File: src/logic/rsb_map.svh
// register offsets, field positions, reset values and sizes of the slip buffer status block
`ifndef RSB_MAP_SVH
`define RSB_MAP_SVH

// ----------------------------------------------------------------
// register byte offsets (low twelve address bits)
// ----------------------------------------------------------------
`define RSB_STATUS_OFS    12'hB08
`define RSB_MASK_OFS      12'hB0C
`define RSB_LEVEL_OFS     12'hB10

// ----------------------------------------------------------------
// status field positions
// ----------------------------------------------------------------
`define RSB_LOOP_LOCK_BIT 4
`define RSB_MF_LOCK_BIT   3
`define RSB_FULL_BIT      2
`define RSB_EMPTY_BIT     1
`define RSB_SLIP_BIT      0

// ----------------------------------------------------------------
// reset values and sizes
// ----------------------------------------------------------------
`define RSB_EVT_RST       3'h0
`define RSB_MASK_RST      3'h0
`define RSB_FRAME_BYTES   24

`endif

File: src/logic/rsb_pkg.sv
// types shared by the slip buffer status block
package rsb_pkg;

   // sticky event flags, msb first in register order
   typedef struct packed {
      logic full;
      logic empty;
      logic slip;
   } rsb_evt_t;

   // controlled slip taken in a cycle
   typedef enum logic [1:0] {
      RSB_NONE   = 2'b00,
      RSB_DROP   = 2'b01,
      RSB_REPEAT = 2'b10
   } rsb_slip_t;

endpackage

File: src/logic/rsb_mem.sv
// simple dual-port memory with registered read data for the receive slip buffer
`timescale 1ns/10ps
module rsb_mem #(
   parameter int WIDTH = 8,
   parameter int DEPTH = 48,
   parameter int AW    = 6
) (
   input  wire logic             clk_i,   // system clock
   input  wire logic             ce_i,    // clock enable
   input  wire logic             we_i,    // write strobe
   input  wire logic [AW-1:0]    waddr_i, // write address
   input  wire logic [WIDTH-1:0] wdata_i, // write data
   input  wire logic             re_i,    // read strobe
   input  wire logic [AW-1:0]    raddr_i, // read address
   output logic      [WIDTH-1:0] rdata_o  // registered read data
);

   logic [WIDTH-1:0] mem_reg [DEPTH];
   logic [WIDTH-1:0] rdata_reg;

   always_ff @(posedge clk_i) begin
      if (ce_i && we_i) begin
         mem_reg[waddr_i] <= wdata_i;
      end
   end

   always_ff @(posedge clk_i) begin
      if (ce_i && re_i) begin
         rdata_reg <= mem_reg[raddr_i];
      end
   end

   assign rdata_o = rdata_reg;

endmodule // rsb_mem

File: src/logic/rsb_status_top.sv
// receive slip buffer with sticky slip status, lock flags and wishbone register access
//
// The implementer's own choices: register access over Wishbone and the address map.
`timescale 1ns/10ps
`include "rsb_map.svh"
module rsb_status_top
   import rsb_pkg::*;
#(
   parameter int FRAME_BYTES = `RSB_FRAME_BYTES,
   parameter int DATA_W      = 8
) (
   input  wire logic              clk_i,       // 100 MHz clock
   input  wire logic              rst_i,       // sync reset, active high
   input  wire logic              ce_i,        // clock enable, freezes state when low
   // wishbone slave
   input  wire logic              wb_cyc_i,    // bus cycle
   input  wire logic              wb_stb_i,    // strobe
   input  wire logic              wb_we_i,     // write enable
   input  wire logic [11:0]       wb_adr_i,    // byte address
   input  wire logic [3:0]        wb_sel_i,    // byte lanes
   input  wire logic [31:0]       wb_dat_i,    // write data
   output logic      [31:0]       wb_dat_o,    // read data
   output logic                   wb_ack_o,    // acknowledge
   // framer side
   input  wire logic              loop_carrier_frame_lock_i, // loop-carrier framing lock
   input  wire logic              mf_lock_i,   // multiframe lock
   input  wire logic              wr_i,        // write one byte into slip buffer
   input  wire logic [DATA_W-1:0] wr_data_i,   // byte to write
   input  wire logic              rd_i,        // read one byte from slip buffer
   output logic      [DATA_W-1:0] rd_data_o,   // byte read, valid with rd_valid_o
   output logic                   rd_valid_o,  // read data valid pulse
   output logic                   irq_o        // level interrupt
);

   // ----------------------------------------------------------------
   // sizes
   // ----------------------------------------------------------------
   localparam int DEPTH = 2 * FRAME_BYTES;
   localparam int AW    = $clog2(DEPTH);
   localparam int CW    = $clog2(DEPTH + 1);
   localparam logic [CW-1:0] DEPTH_C   = CW'(DEPTH);
   localparam logic [CW-1:0] FRAME_C   = CW'(FRAME_BYTES);
   localparam logic [CW-1:0] AFTER_DROP = CW'(DEPTH - FRAME_BYTES + 1);
   localparam logic [AW-1:0] FRAME_A   = AW'(FRAME_BYTES);
   localparam logic [AW-1:0] BACK_A    = AW'(DEPTH - FRAME_BYTES);
   localparam logic [AW-1:0] BACK1_A   = AW'(DEPTH - FRAME_BYTES + 1);
   localparam logic [AW-1:0] ONE_A     = AW'(1);

   function automatic logic [AW-1:0] wrap_add(input logic [AW-1:0] p,
                                              input logic [AW-1:0] inc);
      logic [AW:0] s;
      s = {1'b0, p} + {1'b0, inc};
      if (s >= (AW+1)'(DEPTH)) begin
         s = s - (AW+1)'(DEPTH);
      end
      return s[AW-1:0];
   endfunction

   // ----------------------------------------------------------------
   // slip buffer pointers
   // ----------------------------------------------------------------
   logic [AW-1:0] wr_ptr_reg;
   logic [AW-1:0] wr_ptr_next;
   logic [AW-1:0] rd_ptr_reg;
   logic [AW-1:0] rd_ptr_next;
   logic [CW-1:0] level_reg;
   logic [CW-1:0] level_next;
   logic          rd_valid_reg;

   wire       buf_full   = (level_reg == DEPTH_C);
   wire       buf_empty  = (level_reg == '0);
   wire       full_slip  = wr_i && buf_full && !rd_i;
   wire       empty_slip = rd_i && buf_empty;
   rsb_slip_t slip_kind;
   assign slip_kind = full_slip ? RSB_DROP : (empty_slip ? RSB_REPEAT : RSB_NONE);

   wire [CW-1:0] wr_inc = {{(CW-1){1'b0}}, wr_i};
   wire [CW-1:0] rd_dec = {{(CW-1){1'b0}}, rd_i};
   wire [AW-1:0] rd_addr = empty_slip ? wrap_add(rd_ptr_reg, BACK_A) : rd_ptr_reg;

   assign wr_ptr_next = wr_i ? wrap_add(wr_ptr_reg, ONE_A) : wr_ptr_reg;

   always_comb begin
      unique case (slip_kind)
         RSB_NONE: begin
            rd_ptr_next = rd_i ? wrap_add(rd_ptr_reg, ONE_A) : rd_ptr_reg;
            level_next  = CW'(level_reg + wr_inc - rd_dec);
         end
         RSB_DROP: begin
            // oldest frame dropped to make room
            rd_ptr_next = wrap_add(rd_ptr_reg, FRAME_A);
            level_next  = AFTER_DROP;
         end
         RSB_REPEAT: begin
            // step back one frame and read it again
            rd_ptr_next = wrap_add(rd_ptr_reg, BACK1_A);
            level_next  = CW'(FRAME_C - CW'(1) + wr_inc);
         end
         default: begin
            rd_ptr_next = rd_ptr_reg;
            level_next  = level_reg;
         end
      endcase
   end

   always_ff @(posedge clk_i) begin
      if (rst_i) begin
         wr_ptr_reg   <= '0;
         rd_ptr_reg   <= '0;
         level_reg    <= '0;
         rd_valid_reg <= 1'b0;
      end else if (ce_i) begin
         wr_ptr_reg   <= wr_ptr_next;
         rd_ptr_reg   <= rd_ptr_next;
         level_reg    <= level_next;
         rd_valid_reg <= rd_i;
      end
   end

   rsb_mem #(
      .WIDTH (DATA_W),
      .DEPTH (DEPTH),
      .AW    (AW)
   ) u_mem (
      .clk_i   (clk_i),
      .ce_i    (ce_i),
      .we_i    (wr_i),
      .waddr_i (wr_ptr_reg),
      .wdata_i (wr_data_i),
      .re_i    (rd_i),
      .raddr_i (rd_addr),
      .rdata_o (rd_data_o)
   );

   assign rd_valid_o = rd_valid_reg;

   // ----------------------------------------------------------------
   // wishbone decode
   // ----------------------------------------------------------------
   logic        ack_reg;
   logic [31:0] dat_reg;
   logic [2:0]  mask_reg;
   rsb_evt_t    evt_reg;
   rsb_evt_t    evt_next;
   rsb_evt_t    evt_hit;

   wire take        = wb_cyc_i && wb_stb_i && !ack_reg;
   wire sel_status  = (wb_adr_i[11:2] == 10'(`RSB_STATUS_OFS >> 2));
   wire sel_mask    = (wb_adr_i[11:2] == 10'(`RSB_MASK_OFS >> 2));
   wire sel_level   = (wb_adr_i[11:2] == 10'(`RSB_LEVEL_OFS >> 2));
   wire status_read = take && !wb_we_i && sel_status;
   wire mask_write  = take && wb_we_i && sel_mask && wb_sel_i[0];

   wire [31:0] status_word = {24'h000000, 3'h0,
                              loop_carrier_frame_lock_i,
                              mf_lock_i,
                              evt_reg};
   wire [31:0] mask_word   = {29'h00000000, mask_reg};
   wire [31:0] level_word  = {{(32-CW){1'b0}}, level_reg};
   wire [31:0] rd_mux      = sel_status ? status_word :
                             sel_mask   ? mask_word   :
                             sel_level  ? level_word  : 32'h00000000;

   // ----------------------------------------------------------------
   // sticky events, read clears, set wins
   // ----------------------------------------------------------------
   assign evt_hit.full  = full_slip;
   assign evt_hit.empty = empty_slip;
   assign evt_hit.slip  = full_slip || empty_slip;
   assign evt_next = (status_read ? rsb_evt_t'(`RSB_EVT_RST) : evt_reg) | evt_hit;

   always_ff @(posedge clk_i) begin
      if (rst_i) begin
         evt_reg  <= rsb_evt_t'(`RSB_EVT_RST);
         mask_reg <= `RSB_MASK_RST;
         ack_reg  <= 1'b0;
         dat_reg  <= 32'h00000000;
      end else if (ce_i) begin
         evt_reg  <= evt_next;
         ack_reg  <= take;
         if (take) begin
            dat_reg <= wb_we_i ? 32'h00000000 : rd_mux;
         end
         if (mask_write) begin
            mask_reg <= wb_dat_i[2:0];
         end
      end
   end

   assign wb_ack_o = ack_reg;
   assign wb_dat_o = dat_reg;
   assign irq_o    = |(evt_reg & mask_reg);
endmodule // rsb_status_top

File: config.mk
export PLATFORM = sky130hd
export DESIGN_NAME = rsb_status_top
export DESIGN_NICKNAME = d
export VERILOG_FILES = /design/src/logic/rsb_pkg.sv /design/src/logic/rsb_mem.sv /design/src/logic/rsb_status_top.sv
export VERILOG_INCLUDE_DIRS = /design/src /design/src/logic
export SDC_FILE = /design/constraint.sdc
export NUM_CORES = 1
export LEC_CHECK = 0
export BUFFER_PORTS_ARGS = -buffer_cell sky130_fd_sc_hd__buf_2
export CAP_MARGIN = 30
export CORE_ASPECT_RATIO = 1.5
export CORE_UTILIZATION = 65
export CTS_CLUSTER_SIZE = 20
export DETAILED_ROUTE_END_ITERATION = 12
export GPL_TIMING_DRIVEN = 0
export HOLD_SLACK_MARGIN = 0.1
export PLACE_DENSITY = 0.92
export REMOVE_ABC_BUFFERS = 1
export SLEW_MARGIN = 20
export SYNTH_ARGS = -nofsm -noshare
export SYNTH_HDL_FRONTEND = slang
export SYNTH_SLANG_ARGS = --single-unit
File: constraint.sdc
create_clock -name clk_i -period 6 [get_ports clk_i]
set_clock_uncertainty 0.15 [all_clocks]
set_input_delay 1.2 -clock clk_i [delete_from_list [all_inputs] [get_ports clk_i]]
set_output_delay 1.2 -clock clk_i [all_outputs]
set_load 0.02 [all_outputs]
==> impl_metrics.ini <==
[clocking]
ctsLongestPathBuffers = 3
cts_resized = 0
cts.sinks = 424
htree_levels = 2
cts_root_buffer = clkbuf_16
postCtsSetupBuffers = 0
cts-buffers-inserted = 37
clock_latency_ns = 0.55
cts_tree = yes
hold_buffers = 0
path_clk_slew_ns = 0.07

[setup_path]
r2r_start = rd_ptr_reg[3]$_SDFFE_PP0P_
crit_arrival_ns = 4.19
cp-end-kind = flip-flop
reg2reg_setup_slack_ns = 1.92
crit_fanout = 13
path_class = flip-flop to flip-flop
start_kind = flip-flop
reg2reg_depth = 10
critPathRequiredTime_ns = 6.11
r2r_end = u_mem.rdata_o[4]$_DFFE_PP_

[placement]
port_buffers = 48
postPlaceCellArea_sq_mm = 0.0182
routabilityCongestion = 0.835
hpwl_microns = 22900

[outcome]
status = completed

[sta]
worstMarginPinSlew_ns = 0.979
tns_ns = 0
rsz0062_at_grt = no
max-slew-margin-rel = 0.345
min_period_over_period = 0.680
hold_viol = 0
period_minus_slack_ns = 4.08
fmax_ghz = 0.245
setup_viol = 0
slew_violations = 0

[global_route]
grt_use_total = 0.305
grt_max_degree = 54
grt_pass1_wl_microns = 60200
antenna_found_initial = 1
grt_pass1_vias = 9847
grt-ovfl-total = 0

[logic_synthesis]
ys_top_cells_by_count = edfxtp_1, mux4_2, nor2_1
yosys.area.top_type_share = 0.663
synth.area.top_cells = edfxtp_1, mux4_2, dfxtp_1, mux2i_1, nor2_1
yosysUniqueCellTypes = 56
postSynth.asyncResetShare = 0
yosysMostFrequentCell = edfxtp_1
seq_area_frac_synth = 0.700
synthCells = 976
synthFlopType = edfxtp_1
synth_seq_cells = 424
yosysTopAreaCell = edfxtp_1
yosysWarnings = 0
synth_edf_count = 392
synthesis.area_sq_mm = 0.0177
avgSynthCellArea_sq_um = 18.2

[power_and_ir_drop]
ir_drop_v = 0.000389
p_per_area_mw_per_mm2 = 326
p_leak_nw = 6.37

[cells_and_area]
area_delta_synth_final_pct = 9.65
largest_reg_flops = 384
n_fill_cell = 1403
insertedDiodeCount = 0
final_nets = 1111
finalInstanceArea_sq_mm = 0.0195
final_layout_size_suffix_gt1_frac = 0.236
fin_util = 0.729

[floorplanning]
chipWidth_microns = 137
dieArea_sq_mm = 0.0280
core-area_sq_mm = 0.0267
num_rows = 73
io_pins = 109
die_h_microns = 204
initial_core_util = 0.665

[min_path]
hp-class = flip-flop to flip-flop
hold_end = wb_dat_o[5]$_SDFFE_PP0P_
hold_start = wb_dat_o[5]$_SDFFE_PP0P_
whs_path_depth = 2

[drt]
detail_route.iter0.violations = 1185
postRouteAntennaNets = 0
drcViolationCount = 0
drt_wl_total_microns = 40100
vias_per_cell = 6.95
drt-pass1-iter-count = 6
vias = 9650
wire_per_inst_microns = 28.9

[run]
maxCapViolCount = 0
==> layout make-up <==
type	count	area, sq um	area share
sequential	424	12400	0.638
tap	337	422	0.0217
clock buffer	45	976	0.0502
inverter	25	93.8	0.00482
multi-input combinational	477	4860	0.250
clock inverter	23	224	0.0115
timing repair buffer	58	460	0.0237
==> worst max path at each step <==
stage	startpoint	endpoint	depth (start not counted)
6_report	rd_ptr_reg[3]$_SDFFE_PP0P_	u_mem.rdata_o[4]$_DFFE_PP_	10
5_1_grt	rd_ptr_reg[3]$_SDFFE_PP0P_	u_mem.rdata_o[4]$_DFFE_PP_	10
4_1_cts	rd_ptr_reg[3]$_SDFFE_PP0P_	u_mem.rdata_o[4]$_DFFE_PP_	10
3_5_place_dp	rd_i	u_mem.rdata_o[6]$_DFFE_PP_	8
3_3_place_gp	rd_ptr_reg[0]$_SDFFE_PP0P_	u_mem.rdata_o[4]$_DFFE_PP_	8
2_1_floorplan	rd_ptr_reg[0]$_SDFFE_PP0P_	rd_ptr_reg[5]$_SDFFE_PP0P_	9
==> metal layers <==
metal  up-vias  track usage  share of wire
met4         2        0.171          0.064
li1       3923            -              -
met1      4784        0.374           0.33
met3       196       0.0652          0.091
met5         -            0        0.00042
met2       745        0.503           0.51
==> logic make-up (layout without fill, tap and decap cells) <==
logic type / count (synthesis) / in the layout / share of synthesized area
DFF: 424 / 424 / 0.700
and+or+nand+nor: 173 / 173 / 0.0449
muxes: 158 / 158 / 0.164
buffers and inverters: 100 / 151 / 0.0319
AOI/OAI and AO/OA: 77 / 77 / 0.0324
adders and majority gates: 22 / 22 / 0.0159
xor gates and xnor gates: 21 / 21 / 0.0114
other: 1 / 26 / 0.000211
==> through the flow <==
stage / setup WS [ns] / std cells / hold WS [ns] / power (mW)
6_report: 1.92 / 1389 / 0.306 / 6.35
3_5_place_dp: 2.16 / 1319 / 0.306 / 4.01
3_3_place_gp: -2.21 / 1311 / 0.292 / 3.99
5_1_grt: 1.79 / 1389 / 0.326 / 6.51
2_1_floorplan: -0.370 / 926 / 0.308 / 3.80
4_1_cts: 2.03 / 1387 / 0.316 / 6.34
==> layout by cell type, fill, tap and decap left out, types with 5 or more instances in the layout <==
master and count:
mux4_2 104, nor2_1 84, a21oi_1 15, xnor2_1 16, clkbuf_16 37, buf_16 6
dfxtp_1 29, nand2_1 37, nand3_1 16, mux2i_1 37, clkinvlp_4 5, inv_1 25
o221ai_2 8, buf_2 48, clkbuf_1 6, nor2b_1 7, mux2_2 17, conb_1 26
clkinv_1 7, ha_1 21, o21ai_0 10, a31oi_1 5, edfxtp_1 392, a22oi_1 10
==> power breakdown <==
group	total, mW	leakage (nW)	switching [mW]	internal, mW
combinational	0.682	2.01	0.396	0.286
sequential	3.29	3.79	0.0342	3.26
clock	2.37	0.570	1.07	1.30
total	6.35	6.37	1.50	4.85
==> critical path, stage by stage, from the launching register on <==
cell and delay (ns):
dfxtp_1 0.76, inv_1 0.22, ha_1 0.33, xnor2_1 0.29, ha_1 0.23, nand4b_1 0.20
nand2_1 0.20, mux2_2 0.37, mux2i_1 0.29, or2_1 0.54, o221ai_2 0.21
Power figures use the tool's default switching activity.
